[src/include/crrs_params.svh]
// Constants for the return, rotate, sleep and subtract executor.
// Assumes an 8-bit data path and a 15-bit instruction pointer.
`ifndef CRRS_PARAMS_SVH
`define CRRS_PARAMS_SVH

// ----------------------------------------------------------------
// Widths
// ----------------------------------------------------------------
`define CRRS_DATA_W      8
`define CRRS_FADDR_W     7
`define CRRS_PTR_W       15
`define CRRS_WDT_W       8
`define CRRS_PRE_W       8

// ----------------------------------------------------------------
// Reset and clear values, destination select codes
// ----------------------------------------------------------------
`define CRRS_W_RST       8'h00
`define CRRS_PTR_RST     15'h0000
`define CRRS_WDT_CLR     8'h00
`define CRRS_PRE_CLR     8'h00
`define CRRS_DEST_W      1'b0
`define CRRS_DEST_F      1'b1

`endif

[src/include/crrs_pkg.sv]
// Types for the return, rotate, sleep and subtract executor.
// Assumes the decoder upstream maps opcodes onto crrs_op_t.
package crrs_pkg;

	// ------------------------------------------------------------
	// Instruction selector
	// ------------------------------------------------------------
	typedef enum logic [2:0] {
		CRRS_OP_NONE,
		CRRS_OP_LITERAL_RETURN,
		CRRS_OP_RETURN,
		CRRS_OP_ROTATE_RIGHT_CARRY,
		CRRS_OP_SLEEP,
		CRRS_OP_FILE_MINUS_ACCUMULATOR
	} crrs_op_t;

	// ------------------------------------------------------------
	// Sequencer states
	// ------------------------------------------------------------
	typedef enum logic [1:0] {
		CRRS_ST_IDLE,
		CRRS_ST_SECOND,
		CRRS_ST_SLEEP
	} crrs_state_t;

endpackage

[src/verilog/crrs_core.sv]
// Executor for literal return, subroutine return, rotate, sleep and subtract.
// Assumes the file register data and stack head come from logic on i_clk.
//
// What this block does
// RULE1: literal_return loads the working register with the 8-bit literal.
// RULE2: literal_return pops stack into instruction_pointer; two cycles, one word.
// RULE3: return pops stack into instruction_pointer, two cycles, flags untouched.
// RULE4: Rotate right through carry; old carry to bit 7, bit 0 to carry.
// RULE5: Rotate destination bit 0 writes working register, 1 writes file register.
// RULE6: Sleep clears watchdog_counter and its prescaler to zero.
// RULE7: Sleep clears power_down_flag, sets timeout_flag, then enters sleep state.
// RULE8: Subtract computes file value minus working register, two's complement.
// RULE9: Subtract destination bit 0 writes working register, 1 writes file register.
// RULE10: Carry and half_carry mean no borrow; zero flags a zero result.
`timescale 1ns/1ps
`include "crrs_params.svh"

module crrs_core
	import crrs_pkg::*;
(
	// Clock and reset
	input  wire logic                      i_clk,
	input  wire logic                      i_rstn,
	// Instruction request
	input  wire logic                      i_valid,
	input  crrs_op_t                       i_op,
	input  wire logic [`CRRS_DATA_W-1:0]   i_lit,
	input  wire logic [`CRRS_FADDR_W-1:0]  i_faddr,
	input  wire logic                      i_dest,
	output logic                           o_ready,
	// Operands from file and stack
	input  wire logic [`CRRS_DATA_W-1:0]   i_fdata,
	input  wire logic [`CRRS_PTR_W-1:0]    i_stack_head_value,
	// Wake from sleep
	input  wire logic                      i_wake,
	// File register write
	output logic                           o_fwrite,
	output logic [`CRRS_FADDR_W-1:0]       o_faddr,
	output logic [`CRRS_DATA_W-1:0]        o_fwdata,
	// Stack and instruction pointer
	output logic                           o_pop,
	output logic [`CRRS_PTR_W-1:0]         o_instruction_pointer,
	// Core state
	output logic [`CRRS_DATA_W-1:0]        o_w,
	output logic                           o_carry,
	output logic                           o_half_carry,
	output logic                           o_zero,
	output logic                           o_power_down_flag_n,
	output logic                           o_timeout_flag_n,
	output logic                           o_sleep,
	output logic [`CRRS_WDT_W-1:0]         o_watchdog_counter
);

	// ------------------------------------------------------------
	// Request decode and datapath
	// ------------------------------------------------------------
	crrs_state_t                 state_q;
	logic [`CRRS_PRE_W-1:0]      pre_q;
	logic                        acc;
	logic [`CRRS_DATA_W:0]       diff;
	logic [4:0]                  ndiff;
	logic [`CRRS_DATA_W-1:0]     rot;
	logic [`CRRS_DATA_W-1:0]     res;

	assign o_ready = (state_q == CRRS_ST_IDLE);
	assign o_sleep = (state_q == CRRS_ST_SLEEP);
	assign acc     = i_valid && o_ready;
	assign rot     = {o_carry, i_fdata[`CRRS_DATA_W-1:1]};                  // RULE4
	assign diff    = {1'b0, i_fdata} - {1'b0, o_w};                         // RULE8
	assign ndiff   = {1'b0, i_fdata[3:0]} - {1'b0, o_w[3:0]};
	assign res     = (i_op == CRRS_OP_ROTATE_RIGHT_CARRY) ? rot
	                                                     : diff[`CRRS_DATA_W-1:0];

	// ------------------------------------------------------------
	// Sequencer
	// ------------------------------------------------------------
	always_ff @(posedge i_clk or negedge i_rstn) begin
		if (!i_rstn) begin
			state_q <= CRRS_ST_IDLE;
		end else begin
			unique case (state_q)
				CRRS_ST_IDLE: begin
					if (acc && (i_op == CRRS_OP_LITERAL_RETURN ||
					            i_op == CRRS_OP_RETURN)) begin
						state_q <= CRRS_ST_SECOND;                              // RULE2 RULE3
					end else if (acc && i_op == CRRS_OP_SLEEP) begin
						state_q <= CRRS_ST_SLEEP;                               // RULE7
					end
				end
				CRRS_ST_SECOND: begin
					state_q <= CRRS_ST_IDLE;
				end
				CRRS_ST_SLEEP: begin
					if (i_wake) begin
						state_q <= CRRS_ST_IDLE;
					end
				end
			endcase
		end
	end

	// ------------------------------------------------------------
	// Working register
	// ------------------------------------------------------------
	always_ff @(posedge i_clk or negedge i_rstn) begin
		if (!i_rstn) begin
			o_w <= `CRRS_W_RST;
		end else if (acc && i_op == CRRS_OP_LITERAL_RETURN) begin
			o_w <= i_lit;                                                       // RULE1
		end else if (acc && i_dest == `CRRS_DEST_W &&
		             (i_op == CRRS_OP_ROTATE_RIGHT_CARRY ||
		              i_op == CRRS_OP_FILE_MINUS_ACCUMULATOR)) begin
			o_w <= res;                                                         // RULE5 RULE9
		end
	end

	// ------------------------------------------------------------
	// File register write-back
	// ------------------------------------------------------------
	always_ff @(posedge i_clk or negedge i_rstn) begin
		if (!i_rstn) begin
			o_fwrite <= 1'b0;
			o_faddr  <= '0;
			o_fwdata <= '0;
		end else begin
			o_fwrite <= acc && i_dest == `CRRS_DEST_F &&
			            (i_op == CRRS_OP_ROTATE_RIGHT_CARRY ||
			             i_op == CRRS_OP_FILE_MINUS_ACCUMULATOR);                // RULE5 RULE9
			if (acc) begin
				o_faddr  <= i_faddr;
				o_fwdata <= res;
			end
		end
	end

	// ------------------------------------------------------------
	// Status flags
	// ------------------------------------------------------------
	always_ff @(posedge i_clk or negedge i_rstn) begin
		if (!i_rstn) begin
			o_carry      <= 1'b0;
			o_half_carry <= 1'b0;
			o_zero       <= 1'b0;
		end else if (acc && i_op == CRRS_OP_ROTATE_RIGHT_CARRY) begin
			o_carry <= i_fdata[0];                                              // RULE4
		end else if (acc && i_op == CRRS_OP_FILE_MINUS_ACCUMULATOR) begin
			o_carry      <= ~diff[`CRRS_DATA_W];                                // RULE10
			o_half_carry <= ~ndiff[4];                                          // RULE10
			o_zero       <= (diff[`CRRS_DATA_W-1:0] == '0);                     // RULE10
		end
	end

	// ------------------------------------------------------------
	// Return stack pop and instruction pointer
	// ------------------------------------------------------------
	always_ff @(posedge i_clk or negedge i_rstn) begin
		if (!i_rstn) begin
			o_pop                 <= 1'b0;
			o_instruction_pointer <= `CRRS_PTR_RST;
		end else begin
			o_pop <= acc && (i_op == CRRS_OP_LITERAL_RETURN ||
			                 i_op == CRRS_OP_RETURN);                           // RULE2 RULE3
			if (acc && (i_op == CRRS_OP_LITERAL_RETURN || i_op == CRRS_OP_RETURN)) begin
				o_instruction_pointer <= i_stack_head_value;                    // RULE2 RULE3
			end
		end
	end

	// ------------------------------------------------------------
	// Power flags
	// ------------------------------------------------------------
	always_ff @(posedge i_clk or negedge i_rstn) begin
		if (!i_rstn) begin
			o_power_down_flag_n <= 1'b1;
			o_timeout_flag_n    <= 1'b1;
		end else if (acc && i_op == CRRS_OP_SLEEP) begin
			o_power_down_flag_n <= 1'b0;                                        // RULE7
			o_timeout_flag_n    <= 1'b1;                                        // RULE7
		end
	end

	// ------------------------------------------------------------
	// Watchdog counter and prescaler
	// ------------------------------------------------------------
	always_ff @(posedge i_clk or negedge i_rstn) begin
		if (!i_rstn) begin
			pre_q              <= `CRRS_PRE_CLR;
			o_watchdog_counter <= `CRRS_WDT_CLR;
		end else if (acc && i_op == CRRS_OP_SLEEP) begin
			pre_q              <= `CRRS_PRE_CLR;                                // RULE6
			o_watchdog_counter <= `CRRS_WDT_CLR;                                // RULE6
		end else begin
			pre_q <= pre_q + 1'b1;
			if (pre_q == '1) begin
				o_watchdog_counter <= o_watchdog_counter + 1'b1;
			end
		end
	end
endmodule

[config.mk]
export PLATFORM = sky130hd
export DESIGN_NAME = crrs_core
export DESIGN_NICKNAME = d
export VERILOG_FILES = /design/src/include/crrs_pkg.sv /design/src/verilog/crrs_core.sv
export VERILOG_INCLUDE_DIRS = /design/src /design/src/include
export SDC_FILE = /design/constraint.sdc
export NUM_CORES = 1
export LEC_CHECK = 0
export ABC_AREA = 1
export BUFFER_PORTS_ARGS = -buffer_cell sky130_fd_sc_hd__buf_2
export CAP_MARGIN = 20
export CORE_MARGIN = 5
export CORE_UTILIZATION = 30
export CTS_CLUSTER_SIZE = 10
export DETAILED_ROUTE_END_ITERATION = 8
export PLACE_DENSITY_LB_ADDON = 0.3
export SLEW_MARGIN = 20
export SYNTH_ARGS = -nofsm -noshare
export SYNTH_HDL_FRONTEND = slang
export SYNTH_SLANG_ARGS = --single-unit
[constraint.sdc]
create_clock -name i_clk -period 3.8 [get_ports i_clk]
set_input_delay 0.19 -clock i_clk [delete_from_list [all_inputs] [get_ports i_clk]]
set_output_delay 0.19 -clock i_clk [all_outputs]
set_load 0.05 [all_outputs]
==> Word level (Yosys, flattened, before mapping) <==
Index checks and enable logic that the tools add are counted.
{ "word_totals": {"out_inout_bits": 55, "latch_bits": 0, "wordCells": 62, "n_memories": 0, "rom_bits": 0, "mem_bits_rw": 0, "register_bits": 62} }
{ "classes": {"bitwise_logic": 4, "n_mul": 0, "n_eq_ne": 10, "addsub": 4, "n_reduce_logical": 19, "n_shift": 0, "order_cmp": 0, "n_mux": 12, "div_mod_pow": 0} }
{ "ops": {"columns": ["cell", "n"], "rows": [
  ["8-bit 2-to-1 mux", 6],
  ["8-bit by 1-bit adder with 8-bit output (second input constant)", 2],
  ["1-bit logical AND", 10],
  ["8-bit by 8-bit subtractor with 9-bit output", 1],
  ["8-bit equality test (second input constant)", 1],
  ["8-bit logical NOT", 1],
  ["3-bit by 2-bit equality test with 1-bit output (second input constant)", 2],
  ["3-bit equality test (second input constant)", 2],
  ["2-bit 2-to-1 mux", 3],
  ["2-bit one-hot mux with 3 select lines", 1],
  ["2-bit nonzero test", 3],
  ["4-bit by 4-bit subtractor with 5-bit output", 1],
  ["1-bit inverter", 4],
  ["2-bit AND reduction", 2],
  ["3-bit by 1-bit equality test with 1-bit output (second input constant)", 1],
  ["3-bit by 1-bit != test with 1-bit output (second input constant)", 1],
  ["2-bit by 1-bit equality test with 1-bit output (second input constant)", 1],
  ["2-bit equality test (second input constant)", 1],
  ["2-bit logical NOT", 1],
  ["1-bit logical OR", 2],
  ["1-bit 2-to-1 mux", 2],
  ["2-bit != test (second input constant)", 1]
]} }

==> Longest topological paths before layout <==
Gate-level depths: netlist (run 1).
{ "depth": {"depth_word": 6, "mapped_depth": 12, "depth_no_buf": 12} }

==> Least setup slack after synthesis (run 1) <==
OpenSTA, ideal clock, no wires.
{ "synth_timing": {"path_kind": "register -> register", "startpoint": "reg state_q[0]", "endpoint": "reg o_w[3]", "arrival_ns": 1.777, "path_buffers": 0, "synth_period_minus_slack_ns": 1.900, "stages_incl_launch_ff": 11, "setup_ns": 0.124, "path_slack_ns": 1.900, "cell_sequence": "dfrtp_1 -> inv_1 -> ha_1 -> nand2_1 -> inv_2 -> nand3_2 -> nand2_2 -> nand2_4 -> nand3_1 -> nand2_1 -> o21bai_1"} }
{ "synth_between": {"elab_chain_cells": 5} }
{ "synth_lines": {"columns": ["element", "line_no", "text"], "rows": [
  ["from (decl)", "crrs_core.sv:57", "crrs_state_t state_q;"],
  ["from (signal assigned)", "crrs_core.sv:79", "state_q <= CRRS_ST_IDLE;"],
  ["from (signal assigned)", "crrs_core.sv:85", "state_q <= CRRS_ST_SECOND;"],
  ["from (signal assigned)", "crrs_core.sv:87", "state_q <= CRRS_ST_SLEEP;"],
  ["2-bit logical NOT *", "crrs_core.sv:65", "assign o_ready = (state_q == CRRS_ST_IDLE);"],
  ["net o_ready", "crrs_core.sv:30", "output logic o_ready,"],
  ["1-bit logical AND *", "crrs_core.sv:67", "assign acc = i_valid && o_ready;"],
  ["1-bit logical AND (no source line)", null, null],
  ["1-bit logical AND", "crrs_core.sv:110", "end else if (acc && i_dest == `CRRS_DEST_W &&"],
  ["2-bit nonzero test (no source line)", null, null],
  ["to (signal assigned)", "crrs_core.sv:107", "o_w <= `CRRS_W_RST;"],
  ["to (signal assigned)", "crrs_core.sv:109", "o_w <= i_lit;"],
  ["to (signal assigned)", "crrs_core.sv:113", "o_w <= res;"],
  ["to (decl)", "crrs_core.sv:44", "output logic [`CRRS_DATA_W-1:0] o_w,"]
]} }
The timed path passes the listed nets; every way through them passes the cells marked *.
A chain may end at the register's enable or synchronous reset.

==> Worst setup path in the final report (run 1) <==
{ "layout_timing": {"startpoint": "reg state_q[1]", "endpoint": "reg state_q[0]"} }
{ "layout_between": {"elab_chain_cells": 5} }
{ "layout_lines": {"columns": ["element", "line_no"], "rows": [
  ["2-bit logical NOT", "crrs_core.sv:65, crrs_core.sv:81"],
  ["1-bit logical AND", "crrs_core.sv:67"],
  ["1-bit logical AND (on tied branches)", "crrs_core.sv:83, crrs_core.sv:86"],
  ["2-bit 2-to-1 mux / 3-bit by 1-bit != test with 1-bit output (equally long branches)", null],
  ["2-bit one-hot mux with 3 select lines / 2-bit AND reduction (equally long branches)", null]
]} }
Several ways; a longest one is shown, not always the timed one.

==> run metrics, run 1 <==
status=complete, no violations; CP Class=register to register; Routed WL=8.764 mm; # IOs=roughly 100; Comb pwr share=54.8%; Core ar.=10,790 um2; 1st-iter DRT viols=240; vias per cell=4.582; proportion of layout cells with a drive suffix above 1=26.38%; first-pass GRT wire length=14.32 mm; TritonCTS buffer count=9; CP Capture Type=register; H-tree levels=3; DRC violations left=0; reg2reg setup slack=1440 ps; initial core utilization=30.35%; post-synthesis cell count=between 400 and 500; net count after synthesis=477; Reg power frac=30.2%; post-route setup TNS=0 ps; total gr overflow=0; Post-Syn Area=3276 um2; Max clock buf depth=2; top-area cell type share of the netlist area=between 40% and 50%; GRT Util Overall=13.79%; post-CTS setup buffer count=0; met1 wire length=4.146 mm; leak pwr=around 2.3 nW; Die Wd=114.5 um; Power Internal=1.743 mW; CTS sink count=62; most area-consuming cells after synthesis=dfrtp_1 47%, nand2_1 17%, inv_1 5.5%; die area=13,110 um2; Slew HR=just under 50%; uppermost layer routed=met4; via count=3,056; CP Launch Type=register; Main synth FF type=dfrtp_1; Clk Latency, worst-skew pair=340 ps; setup ws final=1438 ps; Post-DRT Antenna Nets=0; max-slew violation count=0; 1st-pass router iterations=4; met3 WL=slightly above 600 um; setup violators final=0; initial antenna violation count=0; final period utilization=62.16%; Post-synth EDFFs=0; Hold Path Stages=3; asr flop ratio synth=100.0%; worst slew pin tran=756.9 ps; DP Worst Slack=~1400 ps; Yosys top cell by area=dfrtp_1; Post-Layout Inst Area=4091 um2; I/O Buffers=slightly below 100; ANT cells=0; Inst Count DP=650; CP max FO=21; Finished Layout Cells=667; final hold viol count=0; Routed wire per std cell=around 13 um; DP Wirelength=6.768 mm; sequential area share after synthesis=a little under half; DIE HEIGHT=between 100 and 150 um; root buffer cell=clkbuf_8; cell-by-cell trace of the critical path=inv_1, ha_1, nand2_1, inv_2, nand3_4, a31oi_1, nand3_1, o21ai_0; vias in the first global route=between 2,000 and 3,000; Power Density=902.0 nW/um2; register bit total from synthesis=62; r2r worst-path depth=8; met2 WL=about 3.9 mm; Hold Crit Class=input port to register; MaxCap Viol Count=0; synthesized area per cell=7.836 um2; Commonest cells post-synth=147 x nand2_1, 61 x dfrtp_1, 48 x inv_1; Area growth, synth to finish=24.90%; required time of the critical path=approximately 4100 ps; worst vdd ir=0.4795 mV; Max Freq=0.4234 GHz; placed inst area=3899 um2; CTS tree=yes; Crit-path slowest cell=inv_2; Netlist cell types=38; Site Rows=38; most frequent cell after synthesis=nand2_1; Final #Nets=between 500 and 600; largest net degree at the start of global routing=34; post-layout min period=2362 ps; Net Sw Frac=52.78%; switching pwr=1.948 mW; Final Skew=9.159 ps; Synthesis Warnings=0; clock share of power=approximately 15%; clock-pin slew of the registers on the worst-case setup and hold paths=70 ps; GP Congestion=0.8116; Slowest Stage Delay on Critical Path=430 ps; Critical Path AT=2610 ps; unrepaired setup endpoints after global routing=no
cell usage in the layout, fill, tap and decap left out, drive strengths merged, types with 5 or more instances in the layout:
| cell | instances |
|---|---|
| nand2 | 153 |
| a21oi | 10 |
| nand3 | 34 |
| nor2 | 31 |
| ha | 12 |
| buf | 100 |
| inv | 54 |
| nand4 | 5 |
| o21ai | 26 |
| dfrtp | 61 |
| clkbuf | 12 |
power by group through the flow:
stage                     clock network [mW]  registers [mW]  logic (mW)
after CTS                              0.576            1.11        2.04
after detailed placement                   0            1.12        2.04
after floorplan                            0            1.86       0.792
after global placement                     0            1.12        2.02
final                                  0.555            1.11        2.02
after global routing                   0.607            1.14        2.22
worst paths after layout:
check / from / end
max reg2reg: state_q[1]$_DFFE_PN0P_ / state_q[0]$_DFFE_PN0P_
min: i_stack_head_value[9] / o_instruction_pointer[9]$_DFFE_PN0P_
min in group asynchronous: i_rstn / o_watchdog_counter[5]$_DFFE_PN0P_
max: state_q[1]$_DFFE_PN0P_ / state_q[0]$_DFFE_PN0P_
min reg2reg: o_power_down_flag_n$_DFFE_PN1P_ / o_power_down_flag_n$_DFFE_PN1P_
max in group asynchronous: i_rstn / o_power_down_flag_n$_DFFE_PN1P_
cells by family (layout without fill, tap and decap cells):
kind of cell | count (synthesis) | count (layout) | synth area share, %
AOI/OAI and AO/OA | 45 | 45 | 7.449
xor gates and xnor gates | 1 | 1 | 0.2674
adders and majority gates | 13 | 13 | 5.195
buffers and inverters | 62 | 171 | 7.945
DFF | 62 | 62 | 47.40
muxes | 1 | 1 | 0.3437
other | 1 | 1 | 0.1145
and+or+nand+nor | 233 | 233 | 31.28
worst max-delay path, delay by kind of cell, from the launching register on:
family	cells	cell delay, ps
AND/OR/NAND/NOR	3	730
buffers and inverters	2	510
AO/OA/AOI/OAI	2	470
flip-flops	1	390
adder cells (fa/ha/maj)	1	170
per-layer routing:
metal	GRT usage (%)	vias to the layer above
li1	-	1523
met1	19.22	1429
met2	20.57	92
met3	3.436	12
met4	5.226	0
met5	0	-
flip-flops by register name, indices dropped and copies added, names as in the netlist:
signal / flops
o_instruction_pointer: 15
o_fwdata: 8
o_w: 8
o_watchdog_counter: 8
pre_q: 8
o_faddr: 7
state_q: 2
o_carry: 1
o_fwrite: 1
o_half_carry: 1
o_pop: 1
o_power_down_flag_n: 1
o_zero: 1
metrics by stage:
| stage | util [%] | hold slack [ps] | total power [mW] |
|---|---|---|---|
| 2_1_floorplan | - | -105.6 | 2.649 |
| 3_3_place_gp | 36.12 | 304.4 | 3.137 |
| 3_5_place_dp | 36.12 | 316.5 | 3.154 |
| 4_1_cts | 37.91 | 23.96 | 3.730 |
| 5_1_grt | 37.91 | 29.98 | 3.973 |
| 6_report | 37.91 | 40.26 | 3.690 |
layout make-up:
cell class                      instances  area [um2]
Clock buffer                           12       135.1
Clock inverter                          4       47.55
Fill cell                            1121        6701
Inverter                               54       205.2
Multi-Input combinational cell        294        1463
Sequential cell                        62        1553
Tap cell                              140       175.2
Timing Repair Buffer                  101       513.0
timing repair:
| action | in CTS | in global routing |
|---|---|---|
| resized for setup | 0 | 0 |
| endpoints found under the setup margin | 0 | 0 |
| hold endpoints to repair | 32 | 0 |
| hold buffers | 1 | 0 |
Note: power is estimated with default switching activity, not from simulation.
==> inputs of run 2 (changes only) <==
==> constraint.sdc (replaced) <==
create_clock -name i_clk -period 2.1 [get_ports i_clk]
set_input_delay 0.105 -clock i_clk [delete_from_list [all_inputs] [get_ports i_clk]]
set_output_delay 0.105 -clock i_clk [all_outputs]
set_load 0.05 [all_outputs]
==> run metrics, run 2 (same netlist as run 1, synthesis figures left out) <==
reg2reg start=o_w[0]$_DFFE_PN0P_; Slew HR=58.50% (+9.0 points); GP Congestion=0.8966 (+10%); crit-path leading delay family=adder cells; Hold Path Stages=3 (unchanged); Clk Latency, worst-skew pair=330 ps (about the same); CTS sink count=62 (unchanged); 1st-pass router iterations=5 (+1); CTS tree=yes; Crit-path slowest cell=dfrtp_1; most flop-heavy register=o_instruction_pointer; Routed WL=8.923 mm (+1.8%); DP Wirelength=6.810 mm (+0.62%); r2r worst-path depth=10 (+2); GRT Util Overall=14.28% (+0.49 points); Buf/Inv on CP=1 (-1); Inst Count DP=654 (+0.62%); Final Skew=12.12 ps (+2.964 ps); placed inst area=3929 um2 (+0.77%); max-slew violation count=0 (unchanged); first-pass GRT wire length=14.98 mm (+4.6%); worst vdd ir=0.9139 mV (+91%); total gr overflow=0 (unchanged); Power Density=1540 nW/um2 (+71%); Max Freq=0.5502 GHz (+30%); proportion of layout cells with a drive suffix above 1=25.81% (-0.56 points); Max clock buf depth=2 (unchanged); via count=3,075 (+0.62%); setup violators final=0 (unchanged); Reg-to-Reg End=o_w[4]$_DFFE_PN0P_; setup ws final=282.5 ps (-1156 ps); CP Capture Type=register; ANT cells=0 (unchanged); fin util=40.31% (+2.4 points); commonest non-fill, non-tap cell in the layout=nand2_1; flip-flop count of the largest register after layout=15 (unchanged); post-layout min period=1818 ps (-544.5 ps); CP Class=register to register; post-CTS setup buffer count=0 (unchanged); Worst Hold Slack=71.37 ps (+31.11 ps); Die Wd=114.5 um (unchanged); initial antenna violation count=0 (unchanged); hold wc startpoint=i_lit[1]; Site Rows=38 (unchanged); Core ar.=10,790 um2 (unchanged); final hold viol count=0 (unchanged); CP Launch Type=register; DIE HEIGHT=114.5 um (unchanged); status=complete, no violations; leak pwr=2.447 nW (+5.1%); worst slew pin tran=622.5 ps (-134.4 ps); required time of the critical path=2310 ps (-1740 ps); 1st-iter DRT viols=155 (-35%); DP Worst Slack=288.0 ps (-1158 ps); Post-DRT Antenna Nets=0 (unchanged); Post-Layout Inst Area=4350 um2 (+6.3%); vias per cell=4.431 (-3.3%); reg2reg setup slack=280 ps (-1160 ps); # IOs=101 (unchanged); Routed wire per std cell=12.86 um (-2.1%); Area growth, synth to finish=32.81%; cell-by-cell trace of the critical path=ha_1, fa_1, inv_1, nand2_1, nand2_1, nand2_1, nand2_1, nand2_1, o211ai_1, nand3_1; final period utilization=86.55% (+24 points); DRC violations left=0 (unchanged); clock-pin slew of the registers on the worst-case setup and hold paths=80 ps (about the same); initial core utilization=30.35% (unchanged); root buffer cell=clkbuf_8; H-tree levels=3 (unchanged); unrepaired setup endpoints after global routing=no; Hold Crit Class=input port to register; Worst Hold Path EP=o_w[1]$_DFFE_PN0P_; Critical Path AT=2020 ps (-590 ps); Finished Layout Cells=694 (+4.0%); post-route setup TNS=0 ps (unchanged); most frequent cells in the layout=147 x nand2_1, 99 x buf_2, 61 x dfrtp_1; total chip power=6.700 mW (+82%); CP max FO=3 (-86%); Final #Nets=608 (+4.6%); MaxCap Viol Count=0 (unchanged); most used cell, CP=nand2_1; I/O Buffers=99 (unchanged); die area=13,110 um2 (unchanged); TritonCTS buffer count=9 (unchanged); largest net degree at the start of global routing=29 (-15%); vias in the first global route=3,114 (+5.0%); Slowest Stage Delay on Critical Path=400 ps (-30 ps)
[run 2: cell types whose count changed in the layout (fill, tap and decap cells not counted)]
cell / change
buf_4: +4
bufinv_16: -1
clkbuf_8: +3
clkinv_2: -1
clkinvlp_4: -1
dlygate4sd3_1: +23
[run 2: routing by layer]
layer / part of all wire [%] / global-route usage, %
met4: 0.81 / 4.671
met5: 0 / 0
met3: 5.5 / 3.594
met2: 47 / 23.40
met1: 47 / 18.39
[run 2: final cells by class]
class	instances	area (um2)
timing repair buffer	128	773.2
fill	1095	6442
inverter	54	205.2
clock inverter	1	5.005
tap	140	175.2
multi-input combinational	294	1463
clock buffer	15	176.4
sequential	62	1553
[run 2: power by group]
| part | internal (mW) | total, mW | switching (mW) | leakage [nW] |
|---|---|---|---|---|
| Sequential | 1.69 | 2.01 | 0.316 | 0.778 |
| Clock | 0.526 | 0.959 | 0.433 | 0.0937 |
| Combinational | 0.971 | 3.74 | 2.76 | 1.58 |
| Total | 3.19 | 6.70 | 3.51 | 2.45 |
[run 2: timing repair]
| item | 4_1_cts | 5_1_grt |
|---|---|---|
| hold buffers | 24 | 0 |
| setup endpoints to repair | 0 | 0 |
| endpoints found under the hold margin | 49 | 0 |
| gates resized for setup | 0 | 0 |
[run 2: worst max-delay path by stage]
stage | slack, ps | depth (start not counted) | start | end
2_1_floorplan | 200 | 10 | state_q[0]$_DFFE_PN0P_ | o_w[3]$_DFFE_PN0P_
3_3_place_gp | 340 | 10 | o_w[0]$_DFFE_PN0P_ | o_fwdata[4]$_DFFE_PN0P_
3_5_place_dp | 290 | 10 | o_w[0]$_DFFE_PN0P_ | o_fwdata[4]$_DFFE_PN0P_
4_1_cts | 270 | 8 | state_q[0]$_DFFE_PN0P_ | state_q[0]$_DFFE_PN0P_
5_1_grt | 60 | 8 | state_q[0]$_DFFE_PN0P_ | state_q[0]$_DFFE_PN0P_
6_report | 280 | 10 | o_w[0]$_DFFE_PN0P_ | o_w[4]$_DFFE_PN0P_
[run 2: worst reg2reg max path: stages, from the launching register on]
cell and delay, ps:
dfrtp_1 400, ha_1 220, fa_1 390, inv_1 120, nand2_1 90, nand2_1 90, nand2_1 50, nand2_1 70
nand2_1 70, o211ai_1 100, nand3_1 100
==> inputs of run 3 (changes only) <==
--- a/config.mk
+++ b/config.mk
@@ -6,13 +6,13 @@
 export SDC_FILE = /design/constraint.sdc
 export NUM_CORES = 1
 export LEC_CHECK = 0
-export ABC_AREA = 1
 export BUFFER_PORTS_ARGS = -buffer_cell sky130_fd_sc_hd__buf_2
 export CAP_MARGIN = 20
 export CORE_MARGIN = 5
 export CORE_UTILIZATION = 30
 export CTS_CLUSTER_SIZE = 10
 export DETAILED_ROUTE_END_ITERATION = 8
+export GPL_ROUTABILITY_DRIVEN = 0
 export PLACE_DENSITY_LB_ADDON = 0.3
 export SLEW_MARGIN = 20
 export SYNTH_ARGS = -nofsm -noshare
==> run metrics, run 3 <==
status=finished, violations left; failing checks=negative setup slack; Yosys top cell by area=dfrtp_1; CP Launch Type=register; Max clock buf depth=2 (unchanged); # IOs=101 (unchanged); top-area cell type share of the netlist area=50.14% (+3.5 points); die area=12,260 um2 (-6.5%); clock-pin slew of the registers on the worst-case setup and hold paths=70 ps (about the same); sequential area share after synthesis=51.01% (+3.6 points); first-pass GRT wire length=13.34 mm (-11%); setup violators final=1 (+1); met2 Use GR=21.80% (-1.6 points); most area-consuming cells after synthesis=dfrtp_1 50%, mux2_1 5.5%, ha_1 4.9%; Final Skew=12.06 ps (-0.06600 ps); root buffer cell=clkbuf_8; Routed WL=7.901 mm (-11%); 1st-iter DRT viols=105 (-32%); most flop-heavy register=o_instruction_pointer; reg2reg start=o_w[0]$_DFFE_PN0P_; Commonest cells post-synth=61 x dfrtp_1, 27 x nor2_1, 21 x nand2_1; DP Wirelength=5.958 mm (-13%); Hold Path Stages=2 (-1); net count after synthesis=339 (-29%); most frequent cells in the layout=99 x buf_2, 56 x dfrtp_1, 27 x nor2_1; MaxCap Viol Count=0 (unchanged); Finished Layout Cells=559 (-19%); Site Rows=36 (-5.3%); CTS tree=yes; Post-Syn Area=3044 um2 (-7.1%); via count=2,570 (-16%); Synthesis Warnings=0 (unchanged); unrepaired setup endpoints after global routing=yes; 1st-pass router iterations=4 (-1); I/O Buffers=99 (unchanged); CP Class=register to register; largest net degree at the start of global routing=28 (-3.4%); placed inst area=3837 um2 (-2.3%); Core ar.=9819 um2 (-9.0%); met1 Usage GRT=16.50% (-1.9 points); vias in the first global route=2,670 (-14%); ANT cells=0 (unchanged); Main synth FF type=dfrtp_1; most frequent cell after synthesis=dfrtp_1; initial antenna violation count=1 (+1); final hold viol count=0 (unchanged); Final #Nets=480 (-21%); Clk Latency, worst-skew pair=330 ps (about the same); worst vdd ir=1.026 mV (+12%); leak pwr=2.088 nW (-15%); total chip power=7.277 mW (+8.6%); Inst Count DP=520 (-20%); CP Capture Type=register; r2r worst-path depth=8 (-2); met3 Resource Use GR=4.258% (+0.66 points); DRC violations left=0 (unchanged); post-synthesis cell count=280 (-33%); Die Wd=110.7 um (-3.3%); initial core utilization=31.00% (+0.65 points); TritonCTS buffer count=9 (unchanged); Post-synth EDFFs=0 (unchanged); Reg-to-Reg End=o_zero$_DFFE_PN0P_; Area growth, synth to finish=41.72%; Top Usage Layer GRT=met2; H-tree levels=3 (unchanged); Fillers=974 (-11%); Post-DRT Antenna Nets=0 (unchanged); total gr overflow=0 (unchanged); Post-Layout Inst Area=4314 um2 (-0.83%); vias per cell=4.597 (+3.8%); flip-flop count of the largest register after layout=15 (unchanged); reg2reg setup slack=-180 ps (-460 ps); setup ws final=-178.9 ps (-461.3 ps); CP max FO=2 (-1); worst slew pin tran=709.4 ps (+86.82 ps); Routed wire per std cell=14.13 um (+9.9%); Power Density=1687 nW/um2 (+9.5%); max-slew violation count=0 (unchanged); Critical Path AT=2520 ps (+500 ps); Worst Hold Path EP=o_faddr[5]$_DFFE_PN0P_; Netlist cell types=49 (+29%); proportion of layout cells with a drive suffix above 1=38.03% (+12 points); GRT Util Overall=13.28% (-1.0 points); final period utilization=108.5% (+22 points); synthesized area per cell=10.87 um2 (+39%); Slew HR=52.57% (-5.9 points); required time of the critical path=2350 ps (+40 ps); commonest non-fill, non-tap cell in the layout=buf_2; CTS sink count=62 (unchanged); hold wc startpoint=i_faddr[5]; asr flop ratio synth=100.0% (unchanged); critical path startpoint=o_w[0]$_DFFE_PN0P_; Max Freq=0.4388 GHz (-20%); Hold Crit Class=input port to register; DIE HEIGHT=110.7 um (-3.3%); post-layout min period=2279 ps (+461.3 ps); register bit total from synthesis=62 (unchanged)
## run 3: changes by cell type after synthesis, moves of 6 or more
cell and delta:
mux2_2 +6, mux2_1 +15, xor2_1 +10, nand3_1 -26
xnor2_1 +8, o21ai_0 -10, inv_1 -33, nand2_1 -126
mux2i_1 +7, nand2b_1 +7
## run 3: metrics by stage
stage | utilization, % | TNS (ps) | hold WS (ps) | setup slack, ps
final | 43.93 | -178.9 | 15.24 | -178.9
after global placement | 39.08 | -158.5 | 185.3 | -158.5
after global routing | 43.93 | -365.9 | 6.712 | -271.9
after CTS | 43.39 | -191.9 | 0.07466 | -191.9
after floorplan | - | -278.2 | -190.6 | -278.2
after detailed placement | 39.08 | -190.1 | 187.5 | -190.1
## run 3: cell families (layout without fill, tap and decap cells)
group / count (synthesis) / after routing / synth area share [%]
simple gates: 84 / 84 / 13.77
flops: 62 / 62 / 51.01
compound gates: 48 / 48 / 10.44
mux: 29 / 29 / 10.44
buf+inv: 24 / 170 / 3.165
xor+xnor: 19 / 19 / 5.467
fa+ha+maj: 13 / 13 / 5.590
other cells: 1 / 1 / 0.1232
## run 3: what timing repair did
| item | 4_1_cts | 5_1_grt |
|---|---|---|
| pin swaps | 1 | 3 |
| hold buffers | 23 | 0 |
| setup endpoints to repair | 1 | 8 |
| hold endpoints to repair | 47 | 0 |
| setup buffers | 0 | 1 |
| resized for setup | 0 | 14 |
## run 3: layer usage
layer  up-vias  part of all wire, %
met5         -                 0.25
met3         8                  5.7
met1      1247                   43
met2        58                   49
li1       1255                    -
met4         2                  1.3
## run 3: final cells by class
| type | count | area [um2] | area share, % |
|---|---|---|---|
| clock buffer | 12 | 145.1 | 3.364 |
| clock inverter | 4 | 47.55 | 1.102 |
| sequential | 62 | 1559 | 36.14 |
| tap | 133 | 166.4 | 3.857 |
| inverter | 15 | 56.30 | 1.305 |
| multi-input combinational | 194 | 1486 | 34.45 |
| timing repair buffer | 139 | 853.3 | 19.78 |
## run 3: how the worst max path moves through the flow
stage,end,slack [ps],cells after the start
after floorplan,o_zero$_DFFE_PN0P_,-280,8
after global placement,o_zero$_DFFE_PN0P_,-160,8
after detailed placement,o_zero$_DFFE_PN0P_,-190,8
after CTS,o_zero$_DFFE_PN0P_,-190,8
after global routing,o_zero$_DFFE_PN0P_,-270,8
final,o_zero$_DFFE_PN0P_,-180,8
## run 3: worst max-delay path, stage by stage, from the launching register on
cell and delay [ps]:
dfrtp_2 420, ha_4 170, fa_2 330, or2b_1 260
a21oi_2 140, a211oi_2 70, xnor2_1 150, or4b_1 480
o31ai_2 180
## run 3: report_power, final
part	leakage (nW)	total, mW	switching [mW]	internal [mW]
logic	1.24	4.21	2.86	1.34
clock network	0.0964	1.03	0.451	0.578
registers	0.756	2.04	0.318	1.72
total	2.09	7.28	3.63	3.64
